`src/alarm_warning_pkg.sv`:
```
// constants, types and lookup for the alarm and warning manager
package alarm_warning_pkg;
	localparam int CLK_PERIOD_NS = 40;
	localparam int TICK_PERIOD_NS = 1000000;
	localparam int TICK_CYCLES = (TICK_PERIOD_NS + CLK_PERIOD_NS - 1) / CLK_PERIOD_NS;
	localparam int NUM_FAULTS = 10;
	localparam int NUM_PIN_FAULTS = 8;
	localparam int NUM_WARN = 8;
	localparam int HIST_DEPTH = 10;
	localparam logic [3:0] HIST_FULL = 4'hA;
	localparam logic [7:0] ALM_LINK_ERR = 8'h84;
	localparam logic [7:0] ALM_LINK_TMO = 8'h85;
	localparam logic [7:0] ALM_CONV = 8'h8E;
	localparam logic [7:0] ALM_SENSOR = 8'h28;
	localparam logic [7:0] ALM_INIT_SENSOR = 8'h42;
	localparam logic [7:0] ALM_ROTOR = 8'h43;
	localparam logic [7:0] ALM_MOTOR_TYPE = 8'h45;
	localparam logic [7:0] ALM_PERIPH = 8'h29;
	localparam logic [7:0] ALM_NVM = 8'h41;
	localparam logic [7:0] ALM_CPU = 8'hF0;
	localparam logic [3:0] BLINK_7 = 4'h7;
	localparam logic [3:0] BLINK_8 = 4'h8;
	localparam logic [3:0] BLINK_9 = 4'h9;
	localparam logic [3:0] BLINK_LIT = 4'hF;
	localparam logic [7:0] ADDR_CTRL = 8'h00;
	localparam logic [7:0] ADDR_ERR_LIMIT = 8'h04;
	localparam logic [7:0] ADDR_TIMEOUT = 8'h08;
	localparam logic [7:0] ADDR_ALARM = 8'h0C;
	localparam logic [7:0] ADDR_WARN = 8'h10;
	localparam logic [7:0] ADDR_HIST_SEL = 8'h14;
	localparam logic [7:0] ADDR_HIST_DATA = 8'h18;
	localparam logic [7:0] ADDR_IRQ_STATUS = 8'h1C;
	localparam logic [7:0] ADDR_IRQ_MASK = 8'h20;
	localparam int CTRL_HIST_CLR_BIT = 0;
	localparam int ST_ALARM_BIT = 0;
	localparam int ST_WARN_BIT = 1;
	localparam int STAT_W = 2;
	localparam logic [7:0] ERR_LIMIT_RST = 8'h03;
	localparam logic [15:0] TIMEOUT_RST = 16'h0000;
	localparam logic [STAT_W-1:0] MASK_RST = 2'h0;

	typedef struct packed {
		logic [7:0] code;
		logic clearable;
		logic excite_off;
		logic [3:0] blink;
	} alarm_info_t;

	typedef enum logic {ALM_IDLE = 1'b0, ALM_LATCHED = 1'b1} alarm_state_t;

	function automatic alarm_info_t alarm_lookup(input logic [3:0] idx);
		case (idx)
			4'h0: alarm_lookup = '{ALM_LINK_ERR, 1'b1, 1'b0, BLINK_7};
			4'h1: alarm_lookup = '{ALM_LINK_TMO, 1'b1, 1'b0, BLINK_7};
			4'h2: alarm_lookup = '{ALM_CONV, 1'b1, 1'b0, BLINK_7};
			4'h3: alarm_lookup = '{ALM_SENSOR, 1'b0, 1'b1, BLINK_8};
			4'h4: alarm_lookup = '{ALM_INIT_SENSOR, 1'b0, 1'b1, BLINK_8};
			4'h5: alarm_lookup = '{ALM_ROTOR, 1'b0, 1'b1, BLINK_8};
			4'h6: alarm_lookup = '{ALM_MOTOR_TYPE, 1'b0, 1'b1, BLINK_8};
			4'h7: alarm_lookup = '{ALM_PERIPH, 1'b0, 1'b1, BLINK_9};
			4'h8: alarm_lookup = '{ALM_NVM, 1'b0, 1'b1, BLINK_9};
			default: alarm_lookup = '{ALM_CPU, 1'b0, 1'b1, BLINK_LIT};
		endcase
	endfunction
endpackage

```
`src/alarm_warning_manager.sv`:
```
// alarm latch, warning output, warning history and AHB-Lite register slave
// Notes on behaviour
// - consecutive link errors reaching the limit raise 84h, clearable, excitation on, seven blinks
// - link timeout without good traffic raises 85h, clearable, excitation kept
// - converter alarm input raises 8Eh in the seven-blink group
// - running sensor fault raises 28h, eight blinks, not clearable, excitation off
// - sensor fault at power-up raises 42h, not clearable, excitation off
// - shaft moving at power-up raises 43h, not clearable, excitation off
// - unsupported motor raises 45h, eight blinks, not clearable, excitation off
// - processor peripheral fault 29h nine blinks; processor fault F0h lit steadily
// - corrupted stored data raises 41h, nine blinks, not clearable, excitation off
// - warning output rises with any warning condition; motor keeps running
// - warning output falls by itself once no condition remains
// - ten-entry history, newest first, oldest dropped when full
// - host reads history entries through the select and data registers
// - host erases history through the control register
// - history lives in flip-flops and is lost at reset
// - excitation-off alarms cut current and engage brake; others keep holding
//
// Design decisions made here: the placing of the registers and register access over AHB-Lite.
`timescale 1ns/1ps
module alarm_warning_manager
	import alarm_warning_pkg::*;
#(
	parameter int TICK_CYCLES_P = TICK_CYCLES
)(
	input wire logic core_clk,
	input wire logic rst_n,
	input wire logic hsel,
	input wire logic [31:0] haddr,
	input wire logic [1:0] htrans,
	input wire logic hwrite,
	input wire logic [2:0] hsize,
	input wire logic [31:0] hwdata,
	input wire logic hready,
	output logic hreadyout,
	output logic hresp,
	output logic [31:0] hrdata,
	input wire logic link_err_pulse,
	input wire logic link_good_pulse,
	input wire logic [NUM_PIN_FAULTS-1:0] fault_pins,
	input wire logic [NUM_WARN-1:0] warn_pins,
	input wire logic alarm_clear_input,
	output logic warning_output,
	output logic [3:0] fault_blink_indicator,
	output logic alarm_active,
	output logic excitation_en,
	output logic brake_engage,
	output logic irq
);
	localparam int SYNC_W = NUM_PIN_FAULTS + NUM_WARN + 1;
	logic [SYNC_W-1:0] sync1_r, sync2_r;
	logic clr_prev_r;
	logic [NUM_PIN_FAULTS-1:0] fault_s;
	logic [NUM_WARN-1:0] warn_s;
	logic clr_s, clr_rise;
	always_ff @(posedge core_clk or negedge rst_n)
	begin
		if (!rst_n)
		begin
			sync1_r <= '0;
			sync2_r <= '0;
			clr_prev_r <= 1'b0;
		end
		else
		begin
			sync1_r <= {alarm_clear_input, warn_pins, fault_pins};
			sync2_r <= sync1_r;
			clr_prev_r <= clr_s;
		end
	end
	assign fault_s = sync2_r[NUM_PIN_FAULTS-1:0];
	assign warn_s = sync2_r[NUM_PIN_FAULTS+NUM_WARN-1:NUM_PIN_FAULTS];
	assign clr_s = sync2_r[SYNC_W-1];
	assign clr_rise = clr_s & ~clr_prev_r;
	logic [7:0] err_limit_r, err_limit_nxt;
	logic [15:0] timeout_r, timeout_nxt;
	logic [3:0] hist_sel_r, hist_sel_nxt;
	logic [STAT_W-1:0] status_r, status_nxt, mask_r, mask_nxt;
	logic [31:0] hrdata_r, hrdata_nxt;
	logic wr_pend_r, wr_pend_nxt;
	logic [7:0] wr_addr_r, wr_addr_nxt;
	logic hist_clr;
	logic [15:0] div_r, div_nxt;
	logic [7:0] err_cnt_r, err_cnt_nxt;
	logic [15:0] tmo_cnt_r, tmo_cnt_nxt;
	logic tick, link_fault, tmo_fault, alarm_clear_evt;
	assign tick = (div_r == 16'(TICK_CYCLES_P - 1));
	assign link_fault = (err_limit_r != 8'h00) && (err_cnt_r >= err_limit_r);
	assign tmo_fault = (timeout_r != 16'h0000) && (tmo_cnt_r >= timeout_r);
	always_comb
	begin
		div_nxt = tick ? 16'h0000 : div_r + 16'h0001;
		err_cnt_nxt = err_cnt_r;
		tmo_cnt_nxt = tmo_cnt_r;
		if (link_good_pulse || alarm_clear_evt)
			err_cnt_nxt = 8'h00;
		else if (link_err_pulse && err_cnt_r != 8'hFF)
			err_cnt_nxt = err_cnt_r + 8'h01;
		if (link_good_pulse || alarm_clear_evt)
			tmo_cnt_nxt = 16'h0000;
		else if (tick && tmo_cnt_r != 16'hFFFF)
			tmo_cnt_nxt = tmo_cnt_r + 16'h0001;
	end
	always_ff @(posedge core_clk or negedge rst_n)
	begin
		if (!rst_n)
		begin
			div_r <= 16'h0000;
			err_cnt_r <= 8'h00;
			tmo_cnt_r <= 16'h0000;
		end
		else
		begin
			div_r <= div_nxt;
			err_cnt_r <= err_cnt_nxt;
			tmo_cnt_r <= tmo_cnt_nxt;
		end
	end
	alarm_state_t alm_state_r, alm_state_nxt;
	alarm_info_t alm_info_r, alm_info_nxt, cand_info;
	logic [NUM_FAULTS-1:0] faults;
	logic [3:0] cand_idx;
	logic alarm_set;
	assign faults = {fault_s, tmo_fault, link_fault};
	assign alarm_clear_evt = (alm_state_r == ALM_LATCHED) && alm_info_r.clearable && clr_rise;
	always_comb
	begin
		cand_idx = 4'h0;
		// highest index is most severe and wins
		for (int i = 0; i < NUM_FAULTS; i++)
			if (faults[i])
				cand_idx = 4'(i);
		cand_info = alarm_lookup(cand_idx);
	end
	always_comb
	begin
		alm_state_nxt = alm_state_r;
		alm_info_nxt = alm_info_r;
		alarm_set = 1'b0;
		case (alm_state_r)
			ALM_IDLE:
			begin
				if (|faults)
				begin
					alm_state_nxt = ALM_LATCHED;
					alm_info_nxt = cand_info;
					alarm_set = 1'b1;
				end
			end
			ALM_LATCHED:
			begin
				if (alarm_clear_evt)
				begin
					alm_state_nxt = ALM_IDLE;
					alm_info_nxt = '0;
				end
			end
			default:
			begin
				alm_state_nxt = ALM_IDLE;
				alm_info_nxt = '0;
			end
		endcase
	end
	always_ff @(posedge core_clk or negedge rst_n)
	begin
		if (!rst_n)
		begin
			alm_state_r <= ALM_IDLE;
			alm_info_r <= '0;
		end
		else
		begin
			alm_state_r <= alm_state_nxt;
			alm_info_r <= alm_info_nxt;
		end
	end
	assign alarm_active = (alm_state_r == ALM_LATCHED);
	assign fault_blink_indicator = alm_info_r.blink;
	assign excitation_en = !(alarm_active && alm_info_r.excite_off);
	assign brake_engage = alarm_active && alm_info_r.excite_off;
	logic warn_r, warn_nxt;
	logic [NUM_WARN-1:0] logged_r, logged_nxt, pend;
	logic [3:0] hist_r [HIST_DEPTH];
	logic [3:0] hist_nxt [HIST_DEPTH];
	logic [3:0] hist_cnt_r, hist_cnt_nxt, push_src;
	logic push;
	assign pend = warn_s & ~logged_r;
	assign push = |pend;
	always_comb
	begin
		warn_nxt = |warn_s;
		push_src = 4'h0;
		for (int i = NUM_WARN - 1; i >= 0; i--)
			if (pend[i])
				push_src = 4'(i);
		logged_nxt = logged_r & warn_s;
		if (push)
			logged_nxt[push_src[2:0]] = 1'b1;
		hist_nxt = hist_r;
		hist_cnt_nxt = hist_cnt_r;
		if (hist_clr)
		begin
			for (int i = 0; i < HIST_DEPTH; i++)
				hist_nxt[i] = 4'h0;
			hist_cnt_nxt = 4'h0;
		end
		// a push in the same cycle as an erase survives
		if (push)
		begin
			for (int i = HIST_DEPTH - 1; i > 0; i--)
				hist_nxt[i] = hist_clr ? 4'h0 : hist_r[i-1];
			hist_nxt[0] = push_src;
			if (hist_clr)
				hist_cnt_nxt = 4'h1;
			else if (hist_cnt_r != HIST_FULL)
				hist_cnt_nxt = hist_cnt_r + 4'h1;
		end
	end
	always_ff @(posedge core_clk or negedge rst_n)
	begin
		if (!rst_n)
		begin
			warn_r <= 1'b0;
			logged_r <= '0;
			hist_cnt_r <= 4'h0;
			for (int i = 0; i < HIST_DEPTH; i++)
				hist_r[i] <= 4'h0;
		end
		else
		begin
			warn_r <= warn_nxt;
			logged_r <= logged_nxt;
			hist_cnt_r <= hist_cnt_nxt;
			hist_r <= hist_nxt;
		end
	end
	assign warning_output = warn_r;
	// AHB-Lite slave, zero wait states
	logic addr_ok;
	logic [7:0] a8;
	logic [31:0] rd_mux;
	assign addr_ok = hsel && htrans[1] && hready;
	assign a8 = haddr[7:0];
	assign hist_clr = wr_pend_r && wr_addr_r == ADDR_CTRL && hwdata[CTRL_HIST_CLR_BIT];
	always_comb
	begin
		rd_mux = 32'h0000_0000;
		if (haddr[31:8] == 24'h000000)
			case (a8)
				ADDR_ERR_LIMIT: rd_mux = {24'h000000, err_limit_r};
				ADDR_TIMEOUT: rd_mux = {16'h0000, timeout_r};
				ADDR_ALARM: rd_mux = {16'h0000, alm_info_r.blink, 1'b0, alm_info_r.excite_off,
					alm_info_r.clearable, alarm_active, alm_info_r.code};
				ADDR_WARN: rd_mux = {12'h000, hist_cnt_r, 8'h00, warn_s};
				ADDR_HIST_SEL: rd_mux = {28'h0000000, hist_sel_r};
				ADDR_HIST_DATA: rd_mux = (hist_sel_r < hist_cnt_r) ? {28'h0000000, hist_r[hist_sel_r]}
					: 32'h0000_0000;
				ADDR_IRQ_STATUS: rd_mux = {30'h00000000, status_r};
				ADDR_IRQ_MASK: rd_mux = {30'h00000000, mask_r};
				default: rd_mux = 32'h0000_0000;
			endcase
	end
	always_comb
	begin
		wr_pend_nxt = addr_ok && hwrite;
		wr_addr_nxt = (haddr[31:8] == 24'h000000) ? a8 : 8'hFF;
		hrdata_nxt = (addr_ok && !hwrite) ? rd_mux : hrdata_r;
		err_limit_nxt = err_limit_r;
		timeout_nxt = timeout_r;
		hist_sel_nxt = hist_sel_r;
		mask_nxt = mask_r;
		status_nxt = status_r;
		if (wr_pend_r)
			case (wr_addr_r)
				ADDR_ERR_LIMIT: err_limit_nxt = hwdata[7:0];
				ADDR_TIMEOUT: timeout_nxt = hwdata[15:0];
				ADDR_HIST_SEL: hist_sel_nxt = hwdata[3:0];
				ADDR_IRQ_MASK: mask_nxt = hwdata[STAT_W-1:0];
				default: ;
			endcase
		if (addr_ok && !hwrite && haddr[31:8] == 24'h000000 && a8 == ADDR_IRQ_STATUS)
			status_nxt = '0;
		// set wins over read-clear
		if (alarm_set)
			status_nxt[ST_ALARM_BIT] = 1'b1;
		if (push)
			status_nxt[ST_WARN_BIT] = 1'b1;
	end
	always_ff @(posedge core_clk or negedge rst_n)
	begin
		if (!rst_n)
		begin
			wr_pend_r <= 1'b0;
			wr_addr_r <= 8'h00;
			hrdata_r <= 32'h0000_0000;
			err_limit_r <= ERR_LIMIT_RST;
			timeout_r <= TIMEOUT_RST;
			hist_sel_r <= 4'h0;
			mask_r <= MASK_RST;
			status_r <= '0;
		end
		else
		begin
			wr_pend_r <= wr_pend_nxt;
			wr_addr_r <= wr_addr_nxt;
			hrdata_r <= hrdata_nxt;
			err_limit_r <= err_limit_nxt;
			timeout_r <= timeout_nxt;
			hist_sel_r <= hist_sel_nxt;
			mask_r <= mask_nxt;
			status_r <= status_nxt;
		end
	end
	assign hreadyout = 1'b1;
	assign hresp = 1'b0;
	assign hrdata = hrdata_r;
	assign irq = |(status_r & mask_r);
endmodule

```
`config.mk`:
```
export PLATFORM = sky130hd
export DESIGN_NAME = alarm_warning_manager
export DESIGN_NICKNAME = d
export VERILOG_FILES = /design/src/alarm_warning_pkg.sv /design/src/alarm_warning_manager.sv
export SDC_FILE = /design/constraint.sdc
export NUM_CORES = 1
export LEC_CHECK = 0
export ABC_AREA = 1
export ABC_CLOCK_PERIOD_IN_PS = 5200
export BUFFER_PORTS_ARGS = -buffer_cell sky130_fd_sc_hd__buf_2
export CORE_MARGIN = 2
export CORE_UTILIZATION = 42
export DETAILED_ROUTE_END_ITERATION = 12
export PLACE_DENSITY = 0.64
export RECOVER_POWER = 50
export REMOVE_ABC_BUFFERS = 1
export SYNTH_ARGS = -nofsm -noshare
export SYNTH_HDL_FRONTEND = slang
export SYNTH_SLANG_ARGS = --single-unit
```
`constraint.sdc`:
```
create_clock -name core_clk -period 5.2 [get_ports core_clk]
set_clock_uncertainty 0.05 [all_clocks]
set_input_delay 0.78 -clock core_clk [delete_from_list [all_inputs] [get_ports core_clk]]
set_output_delay 0.78 -clock core_clk [all_outputs]
set_load 0.01 [all_outputs]
```
==> impl_metrics.env <==
export IMPL_maxSlewHeadroom=-0.625
export IMPL_comb_power_share=0.126
export IMPL_synthArstFlopShare=1.00
export IMPL_r2r_start="div_r[0]$_DFF_PN0_"
export IMPL_drtPass1Iterations=5
export IMPL_hp_class="reg2reg"
export IMPL_antenna_left=0
export IMPL_grtUsageTotal=0.192
export IMPL_fin_ws_ns=1.84
export IMPL_hold_viol_final=0
export IMPL_finalNetCount=1284
export IMPL_tightest_slew_ns=2.44
export IMPL_yosys_area_top_type="dfrtp_1"
export IMPL_dp_cells=1420
export IMPL_clk_latency_ns=0.43
export IMPL_failed_checks="max-capacitance violations, max-slew violations"
export IMPL_power_mw=3.57
export IMPL_drive_gt1_frac=0.122
export IMPL_utilization=0.486
export IMPL_r2r_cells=10
export IMPL_nFillCells=2081
export IMPL_crit_type="reg2reg"
export IMPL_leakagePower_nw=5.36
export IMPL_layout_min_cycle_time_ns=3.36
export IMPL_critPathCapture="tmo_cnt_r[12]$_DFFE_PN0P_"
export IMPL_antenna_found_initial=1
export IMPL_end_kind="flop"
export IMPL_areaGrowthSynthToFinish_pct=14.3
export IMPL_gp_congestion=0.895
export IMPL_design_area_um2=10500
export IMPL_grt_pass1_vias=6937
export IMPL_ys_ff_latch=191
export IMPL_dpl_hpwl_um=16200
export IMPL_fp_row_count=54
export IMPL_power_frac_seq=0.479
export IMPL_netlist_instances=1062
export IMPL_portBuffers=101
export IMPL_clock_sinks=191
export IMPL_net_switching_power_mw=0.943
export IMPL_overflow=0
export IMPL_post_route_period_util=0.646
export IMPL_routed_wl_um=21800
export IMPL_ir_worst_vdd_mv=0.226
export IMPL_swShare=0.264
export IMPL_fin_tns_setup_ns=0
export IMPL_synthFlopType="dfrtp_1"
export IMPL_die_y_um=152
export IMPL_die_area_um2=23100
export IMPL_synth_avg_cell_area_um2=8.65
export IMPL_rsz0062_at_grt="false"
export IMPL_r2r_end="tmo_cnt_r[12]$_DFFE_PN0P_"
export IMPL_initial_core_util=0.425
export IMPL_die_x_um=152
export IMPL_clk_pin_slew_ns=0.07
export IMPL_startpoint="div_r[0]$_DFF_PN0_"
export IMPL_core_um2=21600
export IMPL_synth_edf_count=0
export IMPL_avgViaCountPerCell=5.12
export IMPL_clock_path_buffers=2
export IMPL_post_cts_setup_buffers=0
export IMPL_cap_violations=2
export IMPL_vias=7445
export IMPL_finalNonFillerCells=1453
export IMPL_drtIter0Drc=614
export IMPL_critPathArrivalTime_ns=3.62
export IMPL_cts_resized=0
export IMPL_yosys_warnings=0
export IMPL_ios=136
export IMPL_htree_levels=4
export IMPL_startpoint_type="flop"
export IMPL_place_ws_ns=2.41
export IMPL_grt_pass1_wl_um=35900
export IMPL_place_area_um2=9900
export IMPL_synth_cell_type_count=48
export IMPL_holdWs_ns=0.299
export IMPL_cp_max_fo=16
export IMPL_status="complete, but fails checks"
export IMPL_cts_buffers=17
export IMPL_synth_area_leaders="dfrtp_1, nand2_1, inv_1"
export IMPL_p_per_area_nw_per_um2=340
export IMPL_finalMaxSlewViolations=111
export IMPL_wl_per_cell_um=15.0
export IMPL_cts_root_buf="clkbuf_16"
export IMPL_netlist_top_cells_count="nand2_1, dfrtp_1, inv_1, o21ai_0, nor2_1"
export IMPL_clock_fmax_ghz=0.298
export IMPL_grt_max_degree=101
export IMPL_mappedNetlistArea_um2=9190
export IMPL_reg2reg_setup_slack_ns=1.84
export IMPL_setup_viol=0
export IMPL_yosysMostFrequentCell="nand2_1"
export IMPL_critical_path_required_ns=5.47
export IMPL_tritoncts="built"
export IMPL_p_int_mw=2.62
export IMPL_drc=0
export IMPL_p_clk_frac=0.395
export IMPL_hold_buffers=0
export IMPL_synth_top_cell_area_share=0.515
export IMPL_synth_seq_area_share=0.520
-- layout make-up --
cell class                 count  area [um2]  share of cell area
sequential                   191        4780               0.455
timing repair buffer         104         509              0.0485
clock buffer                  20         457              0.0435
inverter                     176         661              0.0629
clock inverter                12         181              0.0173
tap                          280         350              0.0334
multi-input combinational    669        3560               0.339
antenna                        1        2.50            0.000238
-- worst max-delay path, cell delays in order (launching register included) --
cell     delay (ns)
dfrtp_1        0.37
ha_1           0.19
nand2_1        0.10
nor4_1         1.65
nand2_4        0.17
nand2_4        0.27
nand2_4        0.08
nor2_4         0.12
nand4_1        0.09
nand2_1        0.09
a21oi_1        0.06
-- metal layers --
metal | up-vias | part of all wire | global-route usage
met4 | 0 | 0.015 | 0.0538
li1 | 3681 | - | -
met3 | 20 | 0.061 | 0.0416
met2 | 204 | 0.45 | 0.288
met1 | 3540 | 0.47 | 0.283
met5 | - | 0 | 0
-- cell families after synthesis --
group,after synthesis,share of synthesized area
compound gates,222,0.140
xor+xnor,10,0.00953
fa+ha+maj,32,0.0436
buf+inv,214,0.0955
flops,191,0.520
other cells,2,0.000817
simple gates,391,0.190
-- layout by cell type (no fill, tap or decap), types with 3 or more instances in the layout --
master and count:
a221oi_1 5, clkbuf_16 17, inv_1 167, nand3_1 44
ha_1 32, nand2_4 3, dfrtp_1 189, xnor2_1 3
buf_4 3, conb_1 14, a22o_1 7, o21ai_1 3
nor2_1 71, xor2_1 7, nor3_1 20, bufinv_16 4
inv_6 3, and3_1 3, o21ai_0 84, clkbuf_1 16
a21oi_1 52, or2_2 3, a211oi_1 3, inv_2 7
nand4_1 20, nor4_1 16, o22ai_1 44, nand2_1 201
buf_2 85, o31ai_1 9, a31oi_1 3
-- how the worst min path moves through the flow --
stage	startpoint	end	slack (ns)	depth (start not counted)
2_1_floorplan	sync1_r[0]$_DFF_PN0_	sync2_r[0]$_DFF_PN0_	0.28	0
3_3_place_gp	sync1_r[5]$_DFF_PN0_	sync2_r[5]$_DFF_PN0_	0.28	0
3_5_place_dp	sync1_r[9]$_DFF_PN0_	sync2_r[9]$_DFF_PN0_	0.29	0
4_1_cts	sync1_r[9]$_DFF_PN0_	sync2_r[9]$_DFF_PN0_	0.30	0
5_1_grt	sync1_r[5]$_DFF_PN0_	sync2_r[5]$_DFF_PN0_	0.31	0
6_report	sync1_r[9]$_DFF_PN0_	sync2_r[9]$_DFF_PN0_	0.30	0
-- registers in the layout, summed over array words and instances, names as in the netlist, 9 cells and up --
signal and flops:
sync1_r 17, sync2_r 17, hrdata 20, timeout_r 16
tmo_cnt_r 16, alm_info_r 9, div_r 16, hist_r 30
-- power by group through the flow --
stage / Sequential (mW) / Clock [mW] / Combinational, mW
2_1_floorplan: 1.72 / 0 / 0.281
3_3_place_gp: 1.73 / 0 / 0.439
3_5_place_dp: 1.73 / 0 / 0.451
4_1_cts: 1.71 / 1.44 / 0.454
5_1_grt: 1.73 / 1.51 / 0.515
6_report: 1.71 / 1.41 / 0.451
Power figures use the tool's default switching activity.
